$ cat src/verilog/fdtf_pkg.sv
`default_nettype none
package fdtf_pkg;
  // command opcodes, six bits below the two drive-select bits
  localparam logic [5:0] OP_FORMAT = 6'h23;
  localparam logic [5:0] OP_READ_ID = 6'h1B;
  localparam int OPB_MULTI = 0;
  localparam int OPB_DEL = 2;
  localparam int OPB_WR = 3;
  localparam int OPB_RD = 4;
  // bytes on the track
  localparam logic [7:0] BYTE_GAP = 8'hFF;
  localparam logic [7:0] BYTE_SYNC = 8'h00;
  localparam logic [7:0] BYTE_FILL = 8'hE5;
  localparam logic [7:0] AM_INDEX = 8'hFC;
  localparam logic [7:0] AM_ID = 8'hFE;
  localparam logic [7:0] AM_DATA = 8'hFB;
  localparam logic [7:0] AM_DELETED = 8'hF8;
  localparam logic [19:0] SYNC_LEN = 20'h00006;
  localparam logic [19:0] GAP2_FF = 20'h0000B;
  localparam logic [19:0] GAP2_LEN = GAP2_FF + SYNC_LEN;
  localparam logic [19:0] ID_BYTES = 20'h00004;
  localparam logic [19:0] ID_READ_LEN = 20'h00006;
  localparam logic [19:0] CRC_LEN = 20'h00002;
  localparam logic [19:0] SECTOR_BASE = 20'h00080;
  localparam logic [15:0] CRC_POLY = 16'h1021;
  localparam logic [15:0] CRC_INIT = 16'hFFFF;
  localparam logic [7:0] NO_BAD_TRACK = 8'hFF;
  // outcome codes
  localparam logic [7:0] RES_OK = 8'h00;
  localparam logic [7:0] RES_BAD_CMD = 8'h04;
  localparam logic [7:0] RES_LATE_DMA = 8'h08;
  localparam logic [7:0] RES_ID_CRC = 8'h0C;
  localparam logic [7:0] RES_DATA_CRC = 8'h0E;
  localparam logic [7:0] RES_NOT_READY = 8'h10;
  localparam logic [7:0] RES_PROTECTED = 8'h12;
  localparam logic [7:0] RES_NOT_FOUND = 8'h18;
  localparam logic [7:0] RES_DELETED = 8'h20;
  // timing
  localparam int CLK_NS = 50;
  localparam int STEP_PULSE_NS = 2000;
  localparam int STEP_PULSE_CYC = (STEP_PULSE_NS + CLK_NS - 1) / CLK_NS;
  localparam int STEP_RATE_US = 6000;
  localparam int STEP_RATE_CYC = STEP_RATE_US * 1000 / CLK_NS;
endpackage
`default_nettype wire

$ cat src/verilog/fdtf_core.sv
// Overview of operation
// - format writes host ID bytes, leading each with our ID mark
// - two CRC bytes end each formatted ID field
// - formatted data fields hold E5 followed by their CRC
// - format record-length code is coded like read commands
// - gaps other than gap 4 end in six 00 bytes, rest FF; counts give FF bytes
// - gap 2 is 11 FF bytes then 6 zero bytes
// - gap 4 FF bytes run until the index leading edge
// - gap 5 count of zero drops the index mark
// - mini track has no gap 5, no index mark, fewer sectors
// - bad-track registers add a step to cross a bad track
// - Read ID sends N ID fields from index in physical order
// - Read ID checks but does not send CRC bytes
// - data commands check drive, seek, then load the head
// - data commands read IDs to find track and sector
// - end sets interrupt request and outcome code
// - CRC error stops multisector, keeps failing sector number
// - write fetches sector bytes one by one by DMA per sector
// - result phase and interrupt follow, no host help between
// - length code 000..111 selects 128 to 16384 bytes
// - CRC x16+x12+x5+1, preset ones, mark included, MSB first
`timescale 1ns/1ps
`default_nettype none
module fdtf_core #(
  parameter int STEP_RATE_CYC = fdtf_pkg::STEP_RATE_CYC
) (
  input wire logic SYS_CLK,
  input wire logic RST_B,
  input wire logic CMD_START,
  input wire logic [1:0] CMD_SEL,
  input wire logic [5:0] CMD_OPCODE,
  input wire logic [7:0] CMD_PAR0,
  input wire logic [7:0] CMD_PAR1,
  input wire logic [7:0] CMD_PAR2,
  input wire logic [7:0] CMD_PAR3,
  input wire logic [7:0] CMD_PAR4,
  input wire logic [7:0] BAD_TRACK0,
  input wire logic [7:0] BAD_TRACK1,
  input wire logic INT_CLR,
  input wire logic DRV_READY,
  input wire logic WR_PROTECT,
  input wire logic INDEX,
  input wire logic WR_BYTE_REQ,
  input wire logic RD_VALID,
  input wire logic RD_MARK,
  input wire logic [7:0] RD_DATA,
  input wire logic DMA_ACK,
  input wire logic [7:0] DMA_WDATA,
  output logic BUSY,
  output logic INT_REQ,
  output logic [7:0] RESULT,
  output logic [7:0] FAIL_SECTOR,
  output logic [1:0] DRV_SEL,
  output logic STEP,
  output logic STEP_IN,
  output logic HEAD_LOAD,
  output logic WR_GATE,
  output logic WR_MARK,
  output logic [7:0] WR_DATA,
  output logic DMA_REQ,
  output logic DMA_TO_MEM,
  output logic [7:0] DMA_RDATA
);
  typedef enum logic [4:0] {
    S_IDLE, S_SEEK, S_STEP, S_STEP_WAIT, S_IDX_WAIT, S_GAP, S_MARK,
    S_IDBYTE, S_DATA, S_CRC, S_GAP4, S_FIND_ID, S_RD_ID, S_FIND_DAM,
    S_RD_DATA, S_SKIP, S_DONE
  } fdtf_state_t;
  typedef enum logic [1:0] {M_IDX, M_ID, M_DAT, M_END} fdtf_mark_t;

  function automatic logic [15:0] crc_byte(input logic [15:0] c,
                                           input logic [7:0] d);
    logic [15:0] r;
    r = c;
    for (int i = 7; i >= 0; i--) begin
      r = (r[15] ^ d[i]) ? ({r[14:0], 1'b0} ^ fdtf_pkg::CRC_POLY)
                          : {r[14:0], 1'b0};
    end
    return r;
  endfunction

  function automatic logic [19:0] sec_bytes(input logic [2:0] code);
    return fdtf_pkg::SECTOR_BASE << code;
  endfunction

  // logical to physical track: each bad track at or below shifts by one
  function automatic logic [7:0] phys_trk(input logic [7:0] t,
                                          input logic [7:0] b0,
                                          input logic [7:0] b1);
    logic [7:0] p;
    p = t;
    if (b0 != fdtf_pkg::NO_BAD_TRACK && p >= b0) p = p + 8'h01;
    if (b1 != fdtf_pkg::NO_BAD_TRACK && p >= b1) p = p + 8'h01;
    return p;
  endfunction

  fdtf_state_t state;
  fdtf_mark_t mk;
  logic [19:0] cnt;
  logic [19:0] dma_left;
  logic [5:0] op;
  logic [7:0] trk, sec, nsec, gap3, gap5, gap1, cur_trk, dbuf, res;
  logic [2:0] szc;
  logic [15:0] crc;
  logic [7:0] idb [4];
  logic [1:0] idx_seen;
  logic dfull, idx_d;

  wire idx_rise = INDEX & ~idx_d;
  wire is_fmt = op == fdtf_pkg::OP_FORMAT;
  wire is_rid = op == fdtf_pkg::OP_READ_ID;
  wire is_wr = op[fdtf_pkg::OPB_WR] & ~op[fdtf_pkg::OPB_RD];
  wire is_vf = op[fdtf_pkg::OPB_WR] & op[fdtf_pkg::OPB_RD];
  wire [5:0] c_op = CMD_OPCODE;
  wire c_fmt = c_op == fdtf_pkg::OP_FORMAT;
  wire c_rid = c_op == fdtf_pkg::OP_READ_ID;
  wire c_rw = ~c_op[5] & c_op[1] & (c_op[4] | c_op[3])
              & ~(c_op[4] & c_op[3] & ~c_op[2]);
  wire c_wr = c_op[3] & ~c_op[4];
  wire c_multi = c_op[fdtf_pkg::OPB_MULTI] | c_fmt;
  // single-record form is one 128-byte sector
  wire [2:0] c_szc = c_multi ? CMD_PAR2[7:5] : 3'h0;
  wire [7:0] c_nsec = c_rid ? CMD_PAR2
                    : (c_multi ? {3'h0, CMD_PAR2[4:0]} : 8'h01);
  wire [19:0] c_dma = c_fmt ? {10'h000, c_nsec, 2'h0}
                    : (c_wr ? 20'(sec_bytes(c_szc) * c_nsec) : 20'h00000);
  wire [7:0] tgt = phys_trk(trk, BAD_TRACK0, BAD_TRACK1);
  wire [15:0] rd_crc = crc_byte(crc, RD_DATA);
  wire [1:0] id_ix = 2'(3'h6 - cnt[2:0]);
  wire id_hit = idb[0] == trk && idb[2] == sec;
  wire wr_src_ok = is_fmt ? (state != S_DATA) : 1'b1;

  always_ff @(posedge SYS_CLK or negedge RST_B) begin
    if (!RST_B) begin
      state <= S_IDLE;
      mk <= M_IDX;
      cnt <= 20'h00000;
      dma_left <= 20'h00000;
      op <= 6'h00;
      trk <= 8'h00;
      sec <= 8'h00;
      nsec <= 8'h00;
      gap3 <= 8'h00;
      gap5 <= 8'h00;
      gap1 <= 8'h00;
      cur_trk <= 8'h00;
      dbuf <= 8'h00;
      res <= 8'h00;
      szc <= 3'h0;
      crc <= 16'h0000;
      idb <= '{4{8'h00}};
      idx_seen <= 2'h0;
      dfull <= 1'b0;
      idx_d <= 1'b0;
      BUSY <= 1'b0;
      INT_REQ <= 1'b0;
      RESULT <= 8'h00;
      FAIL_SECTOR <= 8'h00;
      DRV_SEL <= 2'h0;
      STEP <= 1'b0;
      STEP_IN <= 1'b0;
      HEAD_LOAD <= 1'b0;
      WR_GATE <= 1'b0;
      WR_MARK <= 1'b0;
      WR_DATA <= 8'h00;
      DMA_REQ <= 1'b0;
      DMA_TO_MEM <= 1'b0;
      DMA_RDATA <= 8'h00;
    end else begin
      idx_d <= INDEX;
      // an interrupt raised in the same cycle as the clear survives
      if (INT_CLR) INT_REQ <= 1'b0;
      if (WR_BYTE_REQ) WR_MARK <= 1'b0;
      // memory-to-disk bytes are prefetched one deep
      if (DMA_REQ && DMA_ACK) begin
        DMA_REQ <= 1'b0;
        if (!DMA_TO_MEM) begin
          dbuf <= DMA_WDATA;
          dfull <= 1'b1;
          dma_left <= dma_left - 20'h00001;
        end
      end else if (BUSY && !DMA_TO_MEM && !DMA_REQ && !dfull
                   && dma_left != 20'h00000) begin
        DMA_REQ <= 1'b1;
      end
      case (state)
        S_IDLE: begin
          if (CMD_START) begin
            op <= c_op;
            DRV_SEL <= CMD_SEL;
            trk <= CMD_PAR0;
            sec <= CMD_PAR1;
            gap3 <= CMD_PAR1;
            gap5 <= CMD_PAR3;
            gap1 <= CMD_PAR4;
            szc <= c_szc;
            nsec <= c_nsec;
            dma_left <= c_dma;
            dfull <= 1'b0;
            DMA_TO_MEM <= c_rid | (c_op[4] & ~c_op[3]);
            BUSY <= 1'b1;
            if (!(c_fmt | c_rid | c_rw)) begin
              res <= fdtf_pkg::RES_BAD_CMD;
              state <= S_DONE;
            end else begin
              state <= S_SEEK;
            end
          end
        end
        S_SEEK: begin
          if (!DRV_READY) begin
            res <= fdtf_pkg::RES_NOT_READY;
            state <= S_DONE;
          end else if ((is_fmt | is_wr) && WR_PROTECT) begin
            res <= fdtf_pkg::RES_PROTECTED;
            state <= S_DONE;
          end else if (cur_trk == tgt) begin
            HEAD_LOAD <= 1'b1;
            idx_seen <= 2'h0;
            state <= (is_fmt | is_rid) ? S_IDX_WAIT : S_FIND_ID;
          end else begin
            STEP <= 1'b1;
            STEP_IN <= tgt > cur_trk;
            cnt <= 20'(fdtf_pkg::STEP_PULSE_CYC);
            state <= S_STEP;
          end
        end
        S_STEP: begin
          cnt <= cnt - 20'h00001;
          if (cnt == 20'h00001) begin
            STEP <= 1'b0;
            cur_trk <= STEP_IN ? cur_trk + 8'h01 : cur_trk - 8'h01;
            cnt <= 20'(STEP_RATE_CYC);
            state <= S_STEP_WAIT;
          end
        end
        S_STEP_WAIT: begin
          cnt <= cnt - 20'h00001;
          if (cnt == 20'h00001) state <= S_SEEK;
        end
        S_IDX_WAIT: begin
          if (idx_rise) begin
            if (is_rid) begin
              state <= S_FIND_ID;
            end else begin
              WR_GATE <= 1'b1;
              state <= S_GAP;
              // a zero gap 5 (mini track) skips gap 5 and the index mark
              if (gap5 != 8'h00) begin
                cnt <= {12'h000, gap5} + fdtf_pkg::SYNC_LEN;
                mk <= M_IDX;
              end else begin
                cnt <= {12'h000, gap1} + fdtf_pkg::SYNC_LEN;
                mk <= M_ID;
              end
            end
          end
        end
        S_GAP: if (WR_BYTE_REQ) begin
          WR_DATA <= (cnt > fdtf_pkg::SYNC_LEN) ? fdtf_pkg::BYTE_GAP
                                                 : fdtf_pkg::BYTE_SYNC;
          cnt <= cnt - 20'h00001;
          if (cnt == 20'h00001) state <= (mk == M_END) ? S_GAP4 : S_MARK;
        end
        S_MARK: if (WR_BYTE_REQ) begin
          WR_MARK <= 1'b1;
          case (mk)
            M_IDX: begin
              WR_DATA <= fdtf_pkg::AM_INDEX;
              cnt <= {12'h000, gap1} + fdtf_pkg::SYNC_LEN;
              mk <= M_ID;
              state <= S_GAP;
            end
            M_ID: begin
              WR_DATA <= fdtf_pkg::AM_ID;
              crc <= crc_byte(fdtf_pkg::CRC_INIT, fdtf_pkg::AM_ID);
              cnt <= fdtf_pkg::ID_BYTES;
              state <= S_IDBYTE;
            end
            default: begin
              WR_DATA <= op[fdtf_pkg::OPB_DEL] ? fdtf_pkg::AM_DELETED
                                               : fdtf_pkg::AM_DATA;
              crc <= crc_byte(fdtf_pkg::CRC_INIT,
                              op[fdtf_pkg::OPB_DEL] ? fdtf_pkg::AM_DELETED
                                                    : fdtf_pkg::AM_DATA);
              cnt <= sec_bytes(szc);
              state <= S_DATA;
            end
          endcase
        end
        S_IDBYTE, S_DATA: if (WR_BYTE_REQ) begin
          if (wr_src_ok && !dfull) begin
            // the serializer outran DMA; the field would be corrupt
            res <= fdtf_pkg::RES_LATE_DMA;
            WR_GATE <= 1'b0;
            state <= S_DONE;
          end else begin
            WR_DATA <= wr_src_ok ? dbuf : fdtf_pkg::BYTE_FILL;
            crc <= crc_byte(crc, wr_src_ok ? dbuf
                                           : fdtf_pkg::BYTE_FILL);
            dfull <= dfull & ~wr_src_ok;
            cnt <= cnt - 20'h00001;
            if (cnt == 20'h00001) begin
              cnt <= is_wr ? fdtf_pkg::CRC_LEN + 20'h00001
                           : fdtf_pkg::CRC_LEN;
              state <= S_CRC;
            end
          end
        end
        S_CRC: if (WR_BYTE_REQ) begin
          // a write sends one trailing byte so the gate drops after CRC
          WR_DATA <= crc[15:8];
          crc <= {crc[7:0], 8'h00};
          cnt <= cnt - 20'h00001;
          if (cnt == 20'h00001) begin
            if (mk == M_ID) begin
              cnt <= fdtf_pkg::GAP2_LEN;
              mk <= M_DAT;
              state <= S_GAP;
            end else if (is_fmt) begin
              nsec <= nsec - 8'h01;
              cnt <= {12'h000, gap3} + fdtf_pkg::SYNC_LEN;
              mk <= (nsec == 8'h01) ? M_END : M_ID;
              state <= S_GAP;
            end else begin
              WR_GATE <= 1'b0;
              idx_seen <= 2'h0;
              nsec <= nsec - 8'h01;
              sec <= sec + 8'h01;
              state <= (nsec == 8'h01) ? S_DONE : S_FIND_ID;
            end
          end
        end
        S_GAP4: begin
          if (WR_BYTE_REQ) WR_DATA <= fdtf_pkg::BYTE_GAP;
          if (idx_rise) begin
            WR_GATE <= 1'b0;
            state <= S_DONE;
          end
        end
        S_FIND_ID: begin
          if (idx_rise) begin
            idx_seen <= idx_seen + 2'h1;
            if (idx_seen == 2'h1) begin
              res <= fdtf_pkg::RES_NOT_FOUND;
              state <= S_DONE;
            end
          end else if (RD_VALID && RD_MARK && RD_DATA == fdtf_pkg::AM_ID) begin
            crc <= crc_byte(fdtf_pkg::CRC_INIT, RD_DATA);
            cnt <= fdtf_pkg::ID_READ_LEN;
            state <= S_RD_ID;
          end
        end
        S_RD_ID: if (RD_VALID) begin
          crc <= rd_crc;
          cnt <= cnt - 20'h00001;
          if (cnt > fdtf_pkg::CRC_LEN) begin
            idb[id_ix] <= RD_DATA;
            if (is_rid) begin
              DMA_RDATA <= RD_DATA;
              DMA_REQ <= 1'b1;
              if (DMA_REQ) begin
                res <= fdtf_pkg::RES_LATE_DMA;
                state <= S_DONE;
              end
            end
          end else if (cnt == 20'h00001) begin
            if (rd_crc != 16'h0000) begin
              res <= fdtf_pkg::RES_ID_CRC;
              FAIL_SECTOR <= sec;
              state <= S_DONE;
            end else if (is_rid) begin
              nsec <= nsec - 8'h01;
              state <= (nsec == 8'h01) ? S_DONE : S_FIND_ID;
            end else if (id_hit && is_wr) begin
              cnt <= fdtf_pkg::GAP2_FF;
              state <= S_SKIP;
            end else begin
              state <= id_hit ? S_FIND_DAM : S_FIND_ID;
            end
          end
        end
        S_SKIP: if (WR_BYTE_REQ) begin
          cnt <= cnt - 20'h00001;
          if (cnt == 20'h00001) begin
            WR_GATE <= 1'b1;
            cnt <= fdtf_pkg::SYNC_LEN;
            mk <= M_DAT;
            state <= S_GAP;
          end
        end
        S_FIND_DAM: if (RD_VALID && RD_MARK) begin
          if (RD_DATA == fdtf_pkg::AM_DATA
              || RD_DATA == fdtf_pkg::AM_DELETED) begin
            if (RD_DATA == fdtf_pkg::AM_DELETED) res <= fdtf_pkg::RES_DELETED;
            crc <= crc_byte(fdtf_pkg::CRC_INIT, RD_DATA);
            cnt <= sec_bytes(szc) + fdtf_pkg::CRC_LEN;
            state <= S_RD_DATA;
          end else begin
            res <= fdtf_pkg::RES_NOT_FOUND;
            state <= S_DONE;
          end
        end
        S_RD_DATA: if (RD_VALID) begin
          crc <= rd_crc;
          cnt <= cnt - 20'h00001;
          if (cnt > fdtf_pkg::CRC_LEN && !is_vf) begin
            DMA_RDATA <= RD_DATA;
            DMA_REQ <= 1'b1;
            if (DMA_REQ) begin
              res <= fdtf_pkg::RES_LATE_DMA;
              state <= S_DONE;
            end
          end else if (cnt == 20'h00001) begin
            idx_seen <= 2'h0;
            if (rd_crc != 16'h0000) begin
              res <= fdtf_pkg::RES_DATA_CRC;
              FAIL_SECTOR <= sec;
              state <= S_DONE;
            end else begin
              nsec <= nsec - 8'h01;
              sec <= sec + 8'h01;
              state <= (nsec == 8'h01) ? S_DONE : S_FIND_ID;
            end
          end
        end
        S_DONE: begin
          WR_GATE <= 1'b0;
          dma_left <= 20'h00000;
          if (!DMA_TO_MEM) DMA_REQ <= 1'b0;
          // the last byte bound for memory must be taken before we report
          if (!DMA_REQ || !DMA_TO_MEM) begin
            INT_REQ <= 1'b1;
            RESULT <= res;
            BUSY <= 1'b0;
            res <= fdtf_pkg::RES_OK;
            state <= S_IDLE;
          end
        end
        default: state <= S_IDLE;
      endcase
    end
  end
endmodule
`default_nettype wire

$ cat config.mk
export PLATFORM = sky130hd
export DESIGN_NAME = fdtf_core
export DESIGN_NICKNAME = d
export VERILOG_FILES = /design/src/verilog/fdtf_pkg.sv /design/src/verilog/fdtf_core.sv
export SDC_FILE = /design/constraint.sdc
export NUM_CORES = 1
export LEC_CHECK = 0
export BUFFER_PORTS_ARGS = -buffer_cell sky130_fd_sc_hd__buf_2
export CAP_MARGIN = 20
export CORE_MARGIN = 2
export CORE_UTILIZATION = 61
export CTS_BUF_LIST = sky130_fd_sc_hd__clkbuf_4 sky130_fd_sc_hd__clkbuf_8
export DETAILED_ROUTE_END_ITERATION = 12
export HOLD_SLACK_MARGIN = 0.1
export PLACE_DENSITY = 0.8
export REMOVE_ABC_BUFFERS = 1
export SETUP_SLACK_MARGIN = 0.1
export SYNTH_ARGS = -nofsm -noshare
export SYNTH_HDL_FRONTEND = slang
export SYNTH_SLANG_ARGS = --single-unit
$ cat constraint.sdc
create_clock -name SYS_CLK -period 15.5 [get_ports SYS_CLK]
set_input_delay 1.55 -clock SYS_CLK [delete_from_list [all_inputs] [get_ports SYS_CLK]]
set_output_delay 1.55 -clock SYS_CLK [all_outputs]
set_load 0.01 [all_outputs]
==> run summary <==
- 7.85 nW — Pleak
- 15 — Crit Path Max Fanout
- 17.1% — fraction of layout instances using a drive strength above 1
- 8.30 ns — post-route setup slack
- 134 — top-level port count
- 69.3% — utilization after layout
- 0 — overflow left after global routing
- 76100 microns — wire length of the first global-routing pass
- 7.89 ns — Place WS
- 35.7% — global-route total usage across every layer
- 7.20 ns — clock period minus final worst setup slack
- 14300 — vias in the first global route
- 1 — number of cells on the worst hold path
- 0.55 ns — clock latency of the later-clocked register in the worst-skew pair
- 0.0253 sq mm — area of the placeable core
- clkbuf_8 — CTS root buf
- 0.0158 sq mm — Syn Std Cell Area
- 2 — initial antenna violation count
- 0 — postcts setup bufs
- 2 — Bufs and invs on worst path
- 0 — hold buffer count at cts
- 86 — number of distinct library cells after synthesis
- 2133 — final layout net count
- 1.10 ns — Worst-Margin Slew
- 0 ns — sum of negative setup slack
- 0 — Setup-failing EPs final
- cnt[9] — Reg2Reg Capture Point
- 0.145 mV — largest voltage drop on the vdd net
- 165 microns — Die X
- 8.69 sq um — Mapped Avg Cell Area
- 0 — number of hold violations in the final report
- 207 — number of flip-flops and latches in the synthesized netlist
- finished clean — run status
- flop — CP endpoint kind
- cnt[9] — CP Capture Point
- 11.1% — Area Overhead vs Synth
- 14800 — number of vias after detailed routing
- done — TritonCTS clock tree
- 0 — number of nets still failing antenna checks after routing
- 0.0271 ns — Fin Clk Skew
- 36 — CTS buffer count
- 32.8% — fraction of the yosys area taken by sequential cells
- dfrtp_1 — top_reg_cell synth
- 0 — DRC violations left
- 205 mW/mm^2 — Power per Cell Area
- 3 — buffer depth of the longest clock path
- 165 microns — Die Height
- 1.03 — last weighted congestion value of the routability-driven placer
- in2reg — path type of the worst setup path
- 100% — async set-reset flop share out of synthesis
- 139 MHz — highest achievable clock rate
- 21.2 microns — routed length per instance
- 2034 — Layout fillers
- 76 — maximum number of pins on one net before global-route repair
- 6.47 — average vias per placed instance
- reg2reg — hold crit path type
- primary input — startpoint class of the critical path
- compound AO/OA/AOI/OAI gates — Crit path max-delay family
- 58 — num rows
- 0.61 ns — longest individual stage delay on the worst path
- 133 — IO buf count
- 62.4% — starting density of the core
- 25 — critical path depth in cells
- 7.62 ns — arrival time of the worst setup path
- nor4_1 — Worst path slowest cell
- 0.00987 sq mm — combined area of the multi-input logic cells
- BAD_TRACK0[2] — crit path from
- false — unrepaired setup endpoints after global routing
- 24 — number of cells traversed by the worst register-to-register path
- 0 — final count of pins violating max slew
- 0 — Max-cap violations
- 6 — iteration count of the initial detailed-routing pass
- 2 — H-tree depth reported by CTS
- 15.92 ns — Req. time, crit path
- 1786 — drt first-iter violations
- 36100 microns — dpl hpwl
- 0 — post-cts repair resize count
- 8.82 ns — reg-to-reg slack, setup
- 0.00518 sq mm — footprint of the flip-flops and latches
- 0.07 ns — clock slew seen by the registers of the worst setup and hold paths
- 1818 — Post-Syn Instances
- 26.7% — worst rel slew slack
- 46.5% — fin crit share
- 48700 microns — Total Routed Length
- 207 — CTS sink cnt
- 0.0272 sq mm — Total Die Area
- 0 — Post-synth EDFFs
- 0 — number of warning messages in the yosys log
- trk[0] — worst reg2reg startpoint
## registers in the layout, indices dropped and copies added (netlist names), 16 cells and up, named ones only
| register | count |
|---|---|
| dma_left | 20 |
| cnt | 20 |
| idb | 16 |
| crc | 16 |
## area by class of cell
cell class,instances,area share (%)
multi-input combinational,1416,56.2
timing repair buffer,159,4.96
clock inverter,10,0.613
inverter,118,2.52
sequential,207,29.5
antenna,2,0.0285
clock buffer,52,3.76
tap,330,2.35
## logic make-up (layout without fill, tap and decap cells)
| logic type | count (synthesis) | count (layout) | synth area share, % |
|---|---|---|---|
| compound gates | 432 | 432 | 18.0 |
| fa+ha+maj | 105 | 105 | 9.97 |
| mux | 91 | 91 | 6.44 |
| simple gates | 631 | 631 | 19.7 |
| xor+xnor | 145 | 145 | 8.04 |
| buf+inv | 205 | 339 | 5.00 |
| flops | 207 | 207 | 32.8 |
| other cells | 2 | 14 | 0.0475 |
## cell usage after synthesis, drive strengths merged, types with 6 or more instances
master,count,area [sq um]
dfrtp,207,5180
nor2,179,672
nand2,168,631
inv,117,439
o21ai,110,551
a21oi,101,509
xnor2,89,780
mux2,85,957
ha,69,863
clkbuf,68,256
xor2,56,490
nand3,51,260
nor3,43,220
fa,35,701
a31oi,30,188
nand4,29,181
nor4,28,205
o22ai,27,169
nand2b,22,138
buf,19,90.1
nor2b,18,113
o21a,17,128
a21o,16,120
and2,16,100
or3,14,87.6
a22o,11,96.3
nand3b,10,75.1
nor3b,10,75.1
a2111oi,8,95.1
a211oi,8,60.1
o2111ai,8,70.1
o211ai,8,60.1
or2,8,50.1
or4,8,67.6
a211o,6,52.6
a221oi,6,52.6
a41oi,6,71.3
mux2i,6,60.1
o221ai,6,52.6
o22a,6,52.6
o31ai,6,58.8
## worst reg2reg max path: stages, from the launching register on
cell and delay, ns:
dfrtp_1 0.49, inv_1 0.12, ha_1 0.28, nand2b_1 0.10
a31oi_1 0.09, o2111ai_1 0.39, and2_0 0.33, mux2_2 0.41
ha_1 0.31, o21ai_0 0.10, a21oi_1 0.13, o21ai_0 0.10
a31oi_1 0.45, and4b_1 0.31, nand3_1 0.11, xnor2_1 0.17
ha_1 0.32, nand4_1 0.14, nor4_1 0.61, a2111oi_0 0.16
nand4_1 0.21, a2111o_1 0.46, a21o_1 0.30, o21ai_0 0.14
a211o_1 0.34
## metrics by stage
stage | hold slack, ns | instance area [sq um] | std cells | total power (W)
detailed placement | 0.464 | 16800 | 2230 | 0.00300
floorplan | 0.449 | 15500 | 1741 | 0.00239
global route | 0.512 | 17500 | 2293 | 0.00384
finish | 0.484 | 17500 | 2294 | 0.00360
global placement | 0.447 | 16800 | 2229 | 0.00291
CTS | 0.479 | 17500 | 2292 | 0.00355
## routing by layer
| layer | vias to the layer above | global-route usage [%] | wire length (microns) | share of wire (%) |
|---|---|---|---|---|
| met5 | - | 0 | 0 | 0 |
| met4 | 0 | 13.2 | 1790 | 3.7 |
| met3 | 167 | 7.38 | 4220 | 8.7 |
| met2 | 745 | 57.7 | 22600 | 46 |
| met1 | 7202 | 47.7 | 20100 | 41 |
| li1 | 6719 | - | - | - |
## worst min-delay path by stage
stage / from / endpoint / slack [ns]
2_1_floorplan: res[0] / res[0] / 0.45
3_3_place_gp: HEAD_LOAD / HEAD_LOAD / 0.45
3_5_place_dp: HEAD_LOAD / HEAD_LOAD / 0.46
4_1_cts: HEAD_LOAD / HEAD_LOAD / 0.48
5_1_grt: DMA_RDATA[2] / DMA_RDATA[2] / 0.51
6_report: HEAD_LOAD / HEAD_LOAD / 0.48
## cell usage in the layout (no fill, tap or decap), types with 9 or more instances in the layout
master,n
dfrtp_1,207
nor2_1,179
nand2_1,167
buf_2,132
inv_1,117
o21ai_0,109
a21oi_1,100
xnor2_1,89
mux2_2,85
ha_1,69
xor2_1,56
nand3_1,50
clkbuf_8,44
nor3_1,41
fa_1,35
a31oi_1,30
nand4_1,29
o22ai_1,27
nor4_1,26
buf_4,26
nand2b_1,22
nor2b_1,18
o21a_1,17
a21o_1,16
and2_1,15
or3_1,14
conb_1,12
a22o_1,11
nand3b_1,10
nor3b_1,10
clkbuf_4,9
## report_power, final
group | internal [W] | switching [W]
clock | 0.000307 | 0.000237
combinational | 0.000816 | 0.00120
sequential | 0.000757 | 0.000284
Power figures use the tool's default switching activity.
